<file path="config.mk">
export PLATFORM = sky130hd
export DESIGN_NAME = hpd_config_bank
export DESIGN_NICKNAME = d
export VERILOG_FILES = /design/src/logic/hpd_config_bank.v /design/src/logic/hpd_port_count.v /design/src/logic/hpd_port_remap.v
export VERILOG_INCLUDE_DIRS = /design/src /design/src/pkg
export SDC_FILE = /design/constraint.sdc
export NUM_CORES = 1
export LEC_CHECK = 0
export BUFFER_PORTS_ARGS = -buffer_cell sky130_fd_sc_hd__buf_2
export CORE_UTILIZATION = 56
export DETAILED_ROUTE_END_ITERATION = 8
export PLACE_DENSITY = 0.88
export SYNTH_ARGS = -nofsm -noshare
export SYNTH_HDL_FRONTEND = slang
export SYNTH_SLANG_ARGS = --single-unit
export TNS_END_PERCENT = 50
</file>
<file path="constraint.sdc">
create_clock -name clk_sys -period 9 [get_ports clk_sys]
set_clock_uncertainty 0.1 [all_clocks]
set_input_delay 1.35 -clock clk_sys [delete_from_list [all_inputs] [get_ports clk_sys]]
set_output_delay 1.35 -clock clk_sys [all_outputs]
set_load 0.03 [all_outputs]
</file>
<file path="src/pkg/hpd_regs.vh">
// register map and field constants for the port disable and power config bank
`ifndef HPD_REGS_VH
`define HPD_REGS_VH
`define HPD_IDX_DIS_SELF     8'h2a
`define HPD_IDX_DIS_BUS      8'h2b
`define HPD_IDX_MAXP_SELF    8'h2c
`define HPD_IDX_MAXP_BUS     8'h2d
`define HPD_IDX_STATUS       8'h30
`define HPD_IDX_MAP          8'h31
`define HPD_RST_DIS_SELF     8'h00
`define HPD_RST_DIS_BUS      8'h00
`define HPD_RST_MAXP_SELF    8'h01
`define HPD_RST_MAXP_BUS     8'h00
`define HPD_PORT_MASK        8'h3e
`define HPD_PORT_LSB         1
`define HPD_PORT_MSB         5
`define HPD_NPORTS           5
`define HPD_MA_PER_UNIT      2
`define HPD_ADDR_LSB         2
`endif

</file>
<file path="src/logic/hpd_config_bank.v">
// port disable and upstream current configuration bank with apb access
//
// Overview of operation
// self-powered mode: ports set in self-powered disable byte stay disabled.
// bus-powered mode: bus-powered disable byte selects permanently disabled ports.
// bits 5..1 map ports 5..1; bits 7,6 reserved; bit 0 reads zero.
// any port combination may be disabled; report exact count of enabled ports.
// remaining active ports renumbered into a contiguous logical sequence.
// self-powered current report is self byte times 2 mA.
// bus-powered current report is bus byte times 2 mA.
// programmer includes embedded peripheral current when it reports zero.
// programmer keeps self-powered current at or below 100 mA.
// reset values: self max-power one, others zero, all ports available.
// power mode selects active set before answering enumeration.
`include "hpd_regs.vh"
module hpd_config_bank #(
   parameter NPORTS = `HPD_NPORTS
) (
   input  wire                clk_sys,
   input  wire                rst,
   input  wire                psel,
   input  wire                penable,
   input  wire                pwrite,
   input  wire [11:0]         paddr,
   input  wire [31:0]         pwdata,
   output reg                 pready,
   output reg  [31:0]         prdata,
   output reg                 pslverr,
   input  wire                self_powered_pin,
   output reg  [NPORTS-1:0]   port_enable,
   output reg  [3:0]          enabled_port_count,
   output reg  [NPORTS*3-1:0] logical_port_map,
   output reg  [8:0]          max_current_ma,
   output reg                 self_powered_mode
);
   reg  [7:0]          self_powered_disable_mask_q;
   reg  [7:0]          bus_powered_disable_mask_q;
   reg  [7:0]          self_powered_current_report_q;
   reg  [7:0]          bus_powered_current_report_q;
   reg                 mode_meta_q;
   reg                 mode_sync_q;
   reg                 req_seen_q;
   wire [7:0]          active_mask;
   wire [7:0]          active_current;
   wire [NPORTS-1:0]   avail;
   wire [3:0]          count;
   wire [NPORTS*3-1:0] remap;
   wire [9:0]          idx;
   wire                setup;
   wire                hit;

   function is_mapped;
      input [9:0] a;
      begin
         is_mapped = (a == {2'h0, `HPD_IDX_DIS_SELF})  || (a == {2'h0, `HPD_IDX_DIS_BUS}) ||
                     (a == {2'h0, `HPD_IDX_MAXP_SELF}) || (a == {2'h0, `HPD_IDX_MAXP_BUS}) ||
                     (a == {2'h0, `HPD_IDX_STATUS})    || (a == {2'h0, `HPD_IDX_MAP});
      end
   endfunction

   assign idx   = paddr[11:`HPD_ADDR_LSB];
   assign setup = psel & ~penable;
   assign hit   = is_mapped(idx);

   // power mode pin is asynchronous: two flops first
   always @(posedge clk_sys) begin
      if (rst) begin
         mode_meta_q <= 1'b0;
         mode_sync_q <= 1'b0;
      end else begin
         mode_meta_q <= self_powered_pin;
         mode_sync_q <= mode_meta_q;
      end
   end

   // mode picks the active disable and current set
   assign active_mask    = mode_sync_q ? self_powered_disable_mask_q   // see R1
                                       : bus_powered_disable_mask_q;
   assign active_current = mode_sync_q ? self_powered_current_report_q
                                       : bus_powered_current_report_q;
   assign avail = ~active_mask[`HPD_PORT_MSB:`HPD_PORT_LSB];

   hpd_port_count #(
      .NPORTS (NPORTS)
   ) u_count (
      .avail (avail),
      .count (count)
   );

   hpd_port_remap #(
      .NPORTS (NPORTS)
   ) u_remap (
      .avail           (avail),
      .phys_of_logical (remap)
   );

   // registered outputs toward the hub core
   always @(posedge clk_sys) begin
      if (rst) begin
         port_enable        <= {NPORTS{1'b0}};
         enabled_port_count <= 4'h0;
         logical_port_map   <= {(NPORTS*3){1'b0}};
         max_current_ma     <= 9'h000;
         self_powered_mode  <= 1'b0;
      end else begin
         port_enable        <= avail;                              // see R1
         enabled_port_count <= count;
         logical_port_map   <= remap;
         max_current_ma     <= {active_current, 1'b0};             // see R6
         self_powered_mode  <= mode_sync_q;
      end
   end

   // apb slave: one wait state, answer in second access cycle
   always @(posedge clk_sys) begin
      if (rst) begin
         self_powered_disable_mask_q   <= `HPD_RST_DIS_SELF;
         bus_powered_disable_mask_q    <= `HPD_RST_DIS_BUS;
         self_powered_current_report_q <= `HPD_RST_MAXP_SELF;
         bus_powered_current_report_q  <= `HPD_RST_MAXP_BUS;
         pready                        <= 1'b0;
         prdata                        <= 32'h0000_0000;
         pslverr                       <= 1'b0;
         req_seen_q                    <= 1'b0;
      end else begin
         pready     <= 1'b0;
         pslverr    <= 1'b0;
         req_seen_q <= setup;
         if (psel && penable && req_seen_q) begin
            pready  <= 1'b1;
            pslverr <= ~hit;
            prdata  <= 32'h0000_0000;
            if (pwrite) begin
               case (idx)
                  {2'h0, `HPD_IDX_DIS_SELF}: begin
                     self_powered_disable_mask_q <= pwdata[7:0] & `HPD_PORT_MASK;
                  end
                  {2'h0, `HPD_IDX_DIS_BUS}: begin
                     bus_powered_disable_mask_q <= pwdata[7:0] & `HPD_PORT_MASK;
                  end
                  {2'h0, `HPD_IDX_MAXP_SELF}: begin
                     self_powered_current_report_q <= pwdata[7:0];
                  end
                  {2'h0, `HPD_IDX_MAXP_BUS}: begin
                     bus_powered_current_report_q <= pwdata[7:0];
                  end
                  default: begin
                  end
               endcase
            end else begin
               case (idx)
                  {2'h0, `HPD_IDX_DIS_SELF}: begin
                     prdata <= {24'h00_0000, self_powered_disable_mask_q};
                  end
                  {2'h0, `HPD_IDX_DIS_BUS}: begin
                     prdata <= {24'h00_0000, bus_powered_disable_mask_q};
                  end
                  {2'h0, `HPD_IDX_MAXP_SELF}: begin
                     prdata <= {24'h00_0000, self_powered_current_report_q};
                  end
                  {2'h0, `HPD_IDX_MAXP_BUS}: begin
                     prdata <= {24'h00_0000, bus_powered_current_report_q};
                  end
                  {2'h0, `HPD_IDX_STATUS}: begin
                     prdata <= {15'h0000, max_current_ma, 3'h0, self_powered_mode,
                                enabled_port_count};
                  end
                  {2'h0, `HPD_IDX_MAP}: begin
                     prdata <= {11'h000, port_enable, 1'b0, logical_port_map};
                  end
                  default: begin
                  end
               endcase
            end
         end
      end
   end
endmodule // hpd_config_bank

</file>
<file path="src/logic/hpd_port_count.v">
// counts enabled ports in a five-port availability vector
module hpd_port_count #(
   parameter NPORTS = 5
) (
   input  wire [NPORTS-1:0] avail,
   output reg  [3:0]        count
);
   integer i;
   always @* begin
      count = 4'h0;
      for (i = 0; i < NPORTS; i = i + 1) begin
         count = count + {3'h0, avail[i]};
      end
   end
endmodule // hpd_port_count

</file>
<file path="src/logic/hpd_port_remap.v">
// compacts enabled physical ports into contiguous logical numbers
module hpd_port_remap #(
   parameter NPORTS = 5
) (
   input  wire [NPORTS-1:0]   avail,
   output reg  [NPORTS*3-1:0] phys_of_logical
);
   integer i;
   reg     [2:0] slot;
   always @* begin
      slot            = 3'h0;
      phys_of_logical = {(NPORTS*3){1'b0}};
      for (i = 0; i < NPORTS; i = i + 1) begin
         if (avail[i]) begin
            phys_of_logical[slot*3 +: 3] = i[2:0] + 3'h1;
            slot = slot + 3'h1;
         end
      end
   end
endmodule // hpd_port_remap

</file>
# After elaboration in Yosys (flattened, before gate mapping)

Cells that the tools add are included.

Register bits after elaboration: 97
Input port bits: 50
Word-level logic and storage cells: 79
Output and inout port bits: 68

Multiplexer cells: 17
Bitwise operators: 5
Multiply operators: 4
Shift operators: 8
Add/sub/neg operators: 11
Eq/ne operators: 6
Reduce and logical (&&, ||, !) cells: 12

Operators with widths:

| kind                                                       | number |
|---|---|
| negation 5 -> 34 bit                                       | 4 |
| variable shift 3 x 34 -> 15 bit, first input constant      | 4 |
| indexed part select 3 x 34 -> 15 bit, first input constant | 4 |
| one-hot mux 21 bit (6 select lines)                        | 1 |
| bitwise mux 15 bit                                         | 4 |
| equality test 10 x 6 -> 1 bit, second input constant       | 6 |
| two-way mux 15 bit                                         | 4 |
| two-way mux 21 bit                                         | 1 |
| multiplier 3 x 2 -> 5 bit, second input constant           | 3 |
| adder 4 x 1 -> 4 bit                                       | 3 |
| AND reduction 3 bit                                        | 4 |
| two-way mux 3 bit                                          | 3 |
| two-way mux 8 bit                                          | 1 |
| adder 3 x 1 -> 3 bit, second input constant                | 2 |
| two-way mux 6 bit                                          | 1 |
| logical OR 1 bit                                           | 5 |
| inverter 5 bit                                             | 1 |
| multiplier 1 x 2 -> 3 bit, second input constant           | 1 |
| inverter 1 bit                                             | 3 |
| adder 1 x 1 -> 2 bit                                       | 1 |
| adder 1 x 1 -> 2 bit, second input constant                | 1 |
| logical AND 1 bit                                          | 2 |
| two-way mux 1 bit                                          | 2 |
| OR reduction 2 bit                                         | 1 |
| AND 1 bit                                                  | 1 |

# Logic depth before layout (Yosys ltp)

Gate-level depths: netlist of the first run.

Word-level depth: 14
Depth in mapped cells: 15
Gate-level depth less buffers: 12

# Modules after synthesis

A second synthesis of the first run with hierarchy kept.

Cell total of the unflattened synthesis: 447
Area total of the unflattened synthesis: 4316.6 um^2

Modules (own cells, without submodules):

| module          | seq. area each (um^2) | times used | cells each | area each (um^2) |
|---|---|---|---|---|
| hpd_config_bank | 1701.6                | 1          | 353        | 3575.9 |
| hpd_port_remap  | 0.0                   | 1          | 84         | 658.1 |
| hpd_port_count  | 0.0                   | 1          | 10         | 82.6 |

# Least setup slack after synthesis of the first run

OpenSTA, ideal clock, no wires.

Path kind: reg2reg
Start: register mode_sync_q
End: register logical_port_map[10]
Cell stages (with the launch flop): 15
Data arrival time: 3.461 ns
Path buffers: 4
Slack: 5.306 ns
Data required time: 8.767 ns
Path through: dfxtp_1 buf_6 clkbuf_1 mux2_2 inv_1 fa_1 buf_2 xnor2_1 a21oi_1 ha_1 clkbuf_1 nand3_1 o2bb2ai_1 or2_1 a211oi_2

Elaborated cells between the ends (all ways): 33

RTL lines:

| what                                                              | RTL line                                 | text |
|---|---|---|
| start, declared                                                   | hpd_config_bank.v:41                     | `reg mode_sync_q;` |
| start signal, assigned                                            | hpd_config_bank.v:72                     | `mode_sync_q <= mode_meta_q;` |
| two-way mux 6 bit (*)                                             | hpd_config_bank.v:77                     | `assign active_mask = mode_sync_q ? self_powered_disable_mask_q` |
| inverter 5 bit (*)                                                | hpd_config_bank.v:81                     | `` assign avail = ~active_mask[`HPD_PORT_MSB:`HPD_PORT_LSB]; `` |
| net avail[1]                                                      | hpd_config_bank.v:45                     | `wire [NPORTS-1:0] avail;` |
| two-way mux 3 bit                                                 | hpd_port_remap.v:14                      | `if (avail[i]) begin` |
| adder 3 x 1 -> 3 bit or multiplier 3 x 2 -> 5 bit (tied branches) | hpd_port_remap.v:16, hpd_port_remap.v:15 |  |
| two-way mux 3 bit or negation 5 -> 34 bit (tied branches)         | hpd_port_remap.v:14, hpd_port_remap.v:15 |  |
| adder 3 x 1 -> 3 bit (tied with other cells)                      | hpd_port_remap.v:16                      | `slot = slot + 3'h1;` |
| two-way mux 3 bit (tied with other cells)                         | hpd_port_remap.v:14                      |  |
| multiplier 3 x 2 -> 5 bit (tied with other cells)                 | hpd_port_remap.v:15                      | `phys_of_logical[slot*3 +: 3] = i[2:0] + 3'h1;` |
| negation 5 -> 34 bit or bitwise mux 15 bit (tied branches)        | hpd_port_remap.v:15                      |  |
| indexed part select 3 x 34 -> 15 bit (tied with other cells)      | hpd_port_remap.v:15                      |  |
| bitwise mux 15 bit                                                | hpd_port_remap.v:15                      |  |
| two-way mux 15 bit (*)                                            | hpd_port_remap.v:14                      |  |
| end signal, assigned                                              | hpd_config_bank.v:102                    | `logical_port_map <= {(NPORTS*3){1'b0}};` |
| end signal, assigned                                              | hpd_config_bank.v:108                    | `logical_port_map <= remap;` |
| end, declared                                                     | hpd_config_bank.v:32                     | `output reg [NPORTS*3-1:0] logical_port_map,` |

Mark *: on every way through the listed nets, which the timed path passes. The rest lies on a longest branch.
A chain may end at the register's enable or synchronous reset.

# Worst setup path in the final report of the first run

Start: register mode_sync_q
End: register logical_port_map[5]

Elaborated cells between the ends (all ways): 33

RTL lines:

| what                                                              | RTL line |
|---|---|
| two-way mux 6 bit (*)                                             | hpd_config_bank.v:77 |
| inverter 5 bit (*)                                                | hpd_config_bank.v:81 |
| net avail[2]                                                      | hpd_config_bank.v:45 |
| two-way mux 3 bit                                                 | hpd_port_remap.v:14 |
| adder 3 x 1 -> 3 bit or multiplier 3 x 2 -> 5 bit (tied branches) | hpd_port_remap.v:16, hpd_port_remap.v:15 |
| two-way mux 3 bit or negation 5 -> 34 bit (tied branches)         | hpd_port_remap.v:14, hpd_port_remap.v:15 |
| multiplier 3 x 2 -> 5 bit (tied with other cells)                 | hpd_port_remap.v:15 |
| negation 5 -> 34 bit or bitwise mux 15 bit (tied branches)        | hpd_port_remap.v:15 |
| indexed part select 3 x 34 -> 15 bit (tied with other cells)      | hpd_port_remap.v:15 |
| bitwise mux 15 bit                                                | hpd_port_remap.v:15 |
| two-way mux 15 bit (*)                                            | hpd_port_remap.v:14 |

Marked as above.

==> flow_metrics.env, run 1 <==
export IMPL_rsz0062_at_grt="false"
export IMPL_clk_latency_ns=0.36
export IMPL_gr_usage_all_layers=0.289
export IMPL_wl_um=11100
export IMPL_p_leak_nw=1.94
export IMPL_area_growth_pct=12.9
export IMPL_synth_seq_cells=84
export IMPL_tns_ns=0
export IMPL_ios=118
export IMPL_status="finished clean"
export IMPL_cts_buffers_inserted=9
export IMPL_firstDrtPassIters=5
export IMPL_vias_per_cell=5.99
export IMPL_slew_viol_final=0
export IMPL_crit_type="flop to flop"
export IMPL_synth_ff_type="dfxtp_1"
export IMPL_final_common_cell="dfxtp_1"
export IMPL_pwr_share_seq=0.546
export IMPL_slew_headroom=0.403
export IMPL_drtIter0Drc=410
export IMPL_yosysSeqAreaShare=0.403
export IMPL_avgSynthCellArea_um2=8.87
export IMPL_place_area_um2=4530
export IMPL_core_um2=7210
export IMPL_grt_pass1_wl_um=17100
export IMPL_crit_path_end_kind="flop"
export IMPL_ys_warn_count=0
export IMPL_cp_arrival_ns=4.38
export IMPL_p_switching_mw=0.177
export IMPL_finalHoldViolations=0
export IMPL_fin_area_um2=4720
export IMPL_synth_edf_count=0
export IMPL_gp_congestion=0.931
export IMPL_htree_levels=3
export IMPL_cts_tree="done"
export IMPL_antenna_found_initial=0
export IMPL_yosysUniqueCellTypes=62
export IMPL_clockBufferDepth=2
export IMPL_fin_nets=598
export IMPL_cts_root_buf="clkbuf_8"
export IMPL_combinationalPowerShare=0.076
export IMPL_crit_fanout=16
export IMPL_tightest_slew_ns=0.894
export IMPL_postRouteAntennaNets=0
export IMPL_async_reset_ff_frac=0
export IMPL_cts_sinks=84
export IMPL_final_cell_mix="dfxtp_1 (84), buf_2 (78), nor2_1 (51)"
export IMPL_design_die_area_um2=7810
export IMPL_die_height_um=88.4
export IMPL_start_kind="flop"
export IMPL_die_w_um=88.4
export IMPL_drc=0
export IMPL_hold_path_class="flop to flop"
export IMPL_overflow=0
export IMPL_netlist_area_um2=4180
export IMPL_insertedDiodeCount=0
export IMPL_clk_pin_slew_worst_paths_ns=0.08
export IMPL_cp_required_ns=9.18
export IMPL_rows=31
export IMPL_min_period_over_period=0.467
export IMPL_p_sw_frac=0.255
export IMPL_portBuffers=78
export IMPL_vias=3835
export IMPL_drive_gt1_frac=0.222
export IMPL_nFillCells=633
export IMPL_ctsResizeCount=0
export IMPL_synthCells=471
export IMPL_fmax_mhz=238
export IMPL_internal_power_mw=0.519
export IMPL_pwr_share_clk=0.378
export IMPL_avgRoutedWirePerCell_um=17.3
export IMPL_ctsHoldBuffers=0
export IMPL_min_period_ns=4.20
export IMPL_place_hpwl_um=8110
export IMPL_vdd_drop_max_v=0.0000708
export IMPL_first_global_vias=3491
export IMPL_start_util=0.579
export IMPL_finalSetupViolCount=0
export IMPL_cellPowerDensity_nw_per_um2=148
export IMPL_grt_max_degree=77
export IMPL_post_cts_setup_buffers=0
export IMPL_cap_violations=0
## cell usage after synthesis, types with 3 or more instances
cell type / count / area (um2)
dfxtp_1: 84 / 1680
nor2_1: 51 / 191
nand2_1: 45 / 169
a21oi_1: 43 / 215
o21ai_0: 31 / 155
mux2i_1: 24 / 240
clkbuf_1: 15 / 56.3
buf_4: 13 / 97.6
a22oi_1: 12 / 90.1
nand3_1: 12 / 60.1
inv_1: 11 / 41.3
ha_1: 10 / 125
mux2_2: 10 / 113
nor2b_1: 8 / 50.1
and3_1: 6 / 37.5
nor3_1: 6 / 30.0
a211oi_1: 4 / 30.0
buf_2: 4 / 20.0
nand2b_1: 4 / 25.0
xnor2_1: 4 / 35.0
a211o_1: 3 / 26.3
a311oi_1: 3 / 26.3
a32oi_1: 3 / 26.3
and2_1: 3 / 18.8
and3b_1: 3 / 26.3
buf_1: 3 / 11.3
buf_6: 3 / 33.8
nand4_1: 3 / 18.8
nor3b_1: 3 / 22.5
o32ai_1: 3 / 26.3
## registers in the layout (all words and copies together) (netlist names)
name	flops
self_powered_current_report_q	8
prdata	21
pready	1
mode_sync_q	1
logical_port_map	15
bus_powered_disable_mask_q	5
bus_powered_current_report_q	8
pslverr	1
max_current_ma	8
enabled_port_count	3
port_enable	5
self_powered_disable_mask_q	5
req_seen_q	1
mode_meta_q	1
self_powered_mode	1
## final timing paths
check / from / to / slack [ns] / depth (start not counted)
setup / recovery: mode_sync_q / logical_port_map[5] / 4.80 / 11
setup reg to reg: mode_sync_q / logical_port_map[5] / 4.80 / 11
hold reg to reg: prdata[6] / prdata[6] / 0.35 / 2
hold / removal: prdata[6] / prdata[6] / 0.35 / 2
## critical path: stages (launching register included)
cell	delay, ns
dfxtp_1	0.91
mux2_4	0.44
inv_2	0.15
fa_1	0.86
nand2b_1	0.30
nand2_1	0.14
inv_1	0.08
ha_1	0.34
nand3_1	0.12
o2bb2ai_1	0.33
o21ai_0	0.18
a21oi_1	0.16
## power groups by stage
stage	clock, mW	sequential, mW	combinational, mW
final	0.263	0.380	0.0532
after global routing	0.277	0.381	0.0565
after CTS	0.263	0.380	0.0524
after detailed placement	0	0.389	0.0522
after global placement	0	0.389	0.0514
after floorplan	0	0.395	0.0324
## per-stage QoR
stage	hold slack, ns	setup slack (ns)	total power [mW]	util	std cells
2_1_floorplan	0.314	5.31	0.427	-	483
3_3_place_gp	0.332	4.91	0.440	0.628	624
3_5_place_dp	0.339	4.91	0.441	0.628	624
4_1_cts	0.357	4.89	0.696	0.654	640
5_1_grt	0.399	4.57	0.714	0.654	640
6_report	0.352	4.80	0.696	0.654	640
## metal layers
metal,up-vias,GRT usage,part of all wire
li1,1786,-,-
met1,1803,0.381,0.43
met2,211,0.444,0.45
met3,35,0.0625,0.073
met4,0,0.154,0.043
met5,-,0,0
## logic make-up (layout without fill, tap and decap cells)
| logic type | after synthesis | after routing | share of synthesized area |
|---|---|---|---|
| simple gates | 159 | 159 | 0.196 |
| other cells | 1 | 13 | 0.000898 |
| mux | 37 | 37 | 0.0971 |
| compound gates | 122 | 122 | 0.189 |
| flops | 84 | 84 | 0.403 |
| buf+inv | 51 | 109 | 0.0641 |
| fa+ha+maj | 12 | 12 | 0.0395 |
| xor+xnor | 5 | 5 | 0.0105 |
## final cells by class
| type | count | area, um2 | share of cell area |
|---|---|---|---|
| Clock buffer | 12 | 135 | 0.0286 |
| Clock inverter | 4 | 50.0 | 0.0106 |
| Inverter | 13 | 48.8 | 0.0103 |
| Multi-Input combinational cell | 348 | 2270 | 0.482 |
| Sequential cell | 84 | 1680 | 0.356 |
| Tap cell | 99 | 124 | 0.0263 |
| Timing Repair Buffer | 80 | 405 | 0.0859 |
(Power assumes the default switching activity.)
==> inputs of run 2 (changes only) <==
--- a/config.mk
+++ b/config.mk
@@ -7,9 +7,9 @@
 export NUM_CORES = 1
 export LEC_CHECK = 0
 export BUFFER_PORTS_ARGS = -buffer_cell sky130_fd_sc_hd__buf_2
-export CORE_UTILIZATION = 56
+export CORE_UTILIZATION = 47
 export DETAILED_ROUTE_END_ITERATION = 8
-export PLACE_DENSITY = 0.88
+export PLACE_DENSITY = 0.79
 export SYNTH_ARGS = -nofsm -noshare
 export SYNTH_HDL_FRONTEND = slang
 export SYNTH_SLANG_ARGS = --single-unit
==> constraint.sdc (replaced) <==
create_clock -name clk_sys -period 3.5 [get_ports clk_sys]
set_clock_uncertainty 0.1 [all_clocks]
set_input_delay 0.525 -clock clk_sys [delete_from_list [all_inputs] [get_ports clk_sys]]
set_output_delay 0.525 -clock clk_sys [all_outputs]
set_load 0.03 [all_outputs]
==> run 2 against run 1 <==
Critical path type unchanged. Count of clock-buffer cells in the layout decreased by 3. Combinational power increased to 2.7 times the previous value. Maximum frequency up 30%. Die area is 19% higher. Flip-flop and latch count is the same. Critical path depth shrank 1. Final area grew 2.8%. Core utilization fell by 9.5 points. Critical endpoint unchanged.
==> flow_metrics.env, run 2 (synthesized netlist as in run 1, its figures left out) <==
export IMPL_status="finished clean"
export IMPL_r2r_setup_slack_ns=0.26
export IMPL_die_w_um=96.3
export IMPL_top_register="prdata"
export IMPL_total_power_mw=1.87
export IMPL_final_cell_mix="dfxtp_1 (84), buf_2 (78), nor2_1 (51)"
export IMPL_clk_latency_ns=0.37
export IMPL_min_period_over_period=0.927
export IMPL_hold_path_class="primary input to flop"
export IMPL_path_delay_family="compound AO/OA/AOI/OAI gates"
export IMPL_start_kind="flop"
export IMPL_crit_end="logical_port_map[5]"
export IMPL_ios=118
export IMPL_cap_violations=0
export IMPL_crit_path_cell_trace="mux2_2 > inv_1 > fa_1 > xnor2_1 > a21oi_1 > ha_2 > nand3_1 > o2bb2ai_2 > o21ai_0 > a21oi_1"
export IMPL_place_hpwl_um=8780
export IMPL_nFillCells=808
export IMPL_slew_headroom=0.515
export IMPL_finalSetupViolCount=0
export IMPL_drc=0
export IMPL_largest_register_ffs=21
export IMPL_crit_fanout=9
export IMPL_place_area_um2=4620
export IMPL_slowest_delay_ns=0.51
export IMPL_gr_usage_all_layers=0.250
export IMPL_design_die_area_um2=9270
export IMPL_overflow=0
export IMPL_r2r_cells=10
export IMPL_fin_area_um2=4850
export IMPL_drive_gt1_frac=0.244
export IMPL_stdcell_count=657
export IMPL_grt_pass1_wl_um=17200
export IMPL_crit_type="flop to flop"
export IMPL_cts_root_buf="clkbuf_8"
export IMPL_post_cts_setup_buffers=0
export IMPL_die_height_um=96.3
export IMPL_antenna_found_initial=0
export IMPL_gp_congestion=0.953
export IMPL_cts_buffers_inserted=9
export IMPL_min_period_ns=3.24
export IMPL_grt_max_degree=35
export IMPL_tns_ns=0
export IMPL_crit_path_end_kind="flop"
export IMPL_final_core_util=0.559
export IMPL_htree_levels=3
export IMPL_rows=34
export IMPL_top_regs="prdata x21, logical_port_map x15"
export IMPL_core_um2=8680
export IMPL_timing_rr_start="mode_sync_q"
export IMPL_ctsHoldBuffers=0
export IMPL_area_growth_pct=16.1
export IMPL_vdd_drop_max_v=0.000171
export IMPL_avgRoutedWirePerCell_um=17.6
export IMPL_wl_um=11500
export IMPL_fmax_mhz=308
export IMPL_cellPowerDensity_nw_per_um2=387
export IMPL_postRouteAntennaNets=0
export IMPL_tightest_slew_ns=0.725
export IMPL_finalHoldViolations=0
export IMPL_crit_slowest_cell="fa_1"
export IMPL_portBuffers=78
export IMPL_vias_per_cell=5.87
export IMPL_vias=3856
export IMPL_cts_sinks=84
export IMPL_final_common_cell="dfxtp_1"
export IMPL_cp_required_ns=3.68
export IMPL_cp_startpoint="mode_sync_q"
export IMPL_insertedDiodeCount=0
export IMPL_clk_pin_slew_worst_paths_ns=0.08
export IMPL_drtIter0Drc=314
export IMPL_fin_nets=607
export IMPL_first_global_vias=3348
export IMPL_timing_rr_end="logical_port_map[5]"
export IMPL_start_util=0.481
export IMPL_crit_top_cell="a21oi_1"
export IMPL_slew_viol_final=0
export IMPL_firstDrtPassIters=5
export IMPL_crit_cells=10
export IMPL_dpl_cell_count=642
export IMPL_crit_buf_inv=1
export IMPL_cp_arrival_ns=3.42
export IMPL_cts_tree="done"
export IMPL_clockBufferDepth=2
export IMPL_p_leak_nw=1.99
-- run 2: layout make-up --
cell class / count / area (um2) / area share
Multi-Input combinational cell: 348 / 2280 / 0.471
Clock buffer: 9 / 124 / 0.0255
Clock inverter: 6 / 90.1 / 0.0186
Sequential cell: 84 / 1680 / 0.347
Timing Repair Buffer: 89 / 485 / 0.100
Tap cell: 108 / 135 / 0.0279
Inverter: 13 / 48.8 / 0.0101
-- run 2: per-stage QoR --
| step | hold WS (ns) | setup slack, ns |
|---|---|---|
| CTS | 0.252 | 0.110 |
| global route | 0.258 | -0.0278 |
| finish | 0.258 | 0.257 |
| detailed placement | 0.356 | 0.170 |
| floorplan | 0.314 | 0.110 |
| global placement | 0.333 | 0.165 |
-- run 2: routing by layer --
layer  vias to the layer above  GRT usage  share of wire
met5                         -          0              0
met1                      1844      0.326           0.43
li1                       1796          -              -
met3                        32     0.0529          0.075
met4                         0      0.129          0.038
met2                       184      0.387           0.45
-- run 2: worst min path at each step --
stage	startpoint	to	slack, ns	depth (start not counted)
2_1_floorplan	mode_meta_q	mode_sync_q	0.31	1
5_1_grt	penable	req_seen_q	0.26	2
3_5_place_dp	prdata[0]	prdata[0]	0.36	2
3_3_place_gp	prdata[0]	prdata[0]	0.33	2
4_1_cts	penable	req_seen_q	0.25	2
6_report	penable	req_seen_q	0.26	2
-- run 2: power by group --
group / switching (mW) / total [mW] / internal, mW
logic: 0.103 / 0.145 / 0.0413
registers: 0.00771 / 0.975 / 0.967
clock network: 0.357 / 0.755 / 0.399
-- run 2: timing repair --
item / CTS / global route
endpoints found under the hold margin: 0 / 0
endpoints found under the setup margin: 0 / 10
gates resized for setup: 0 / 3
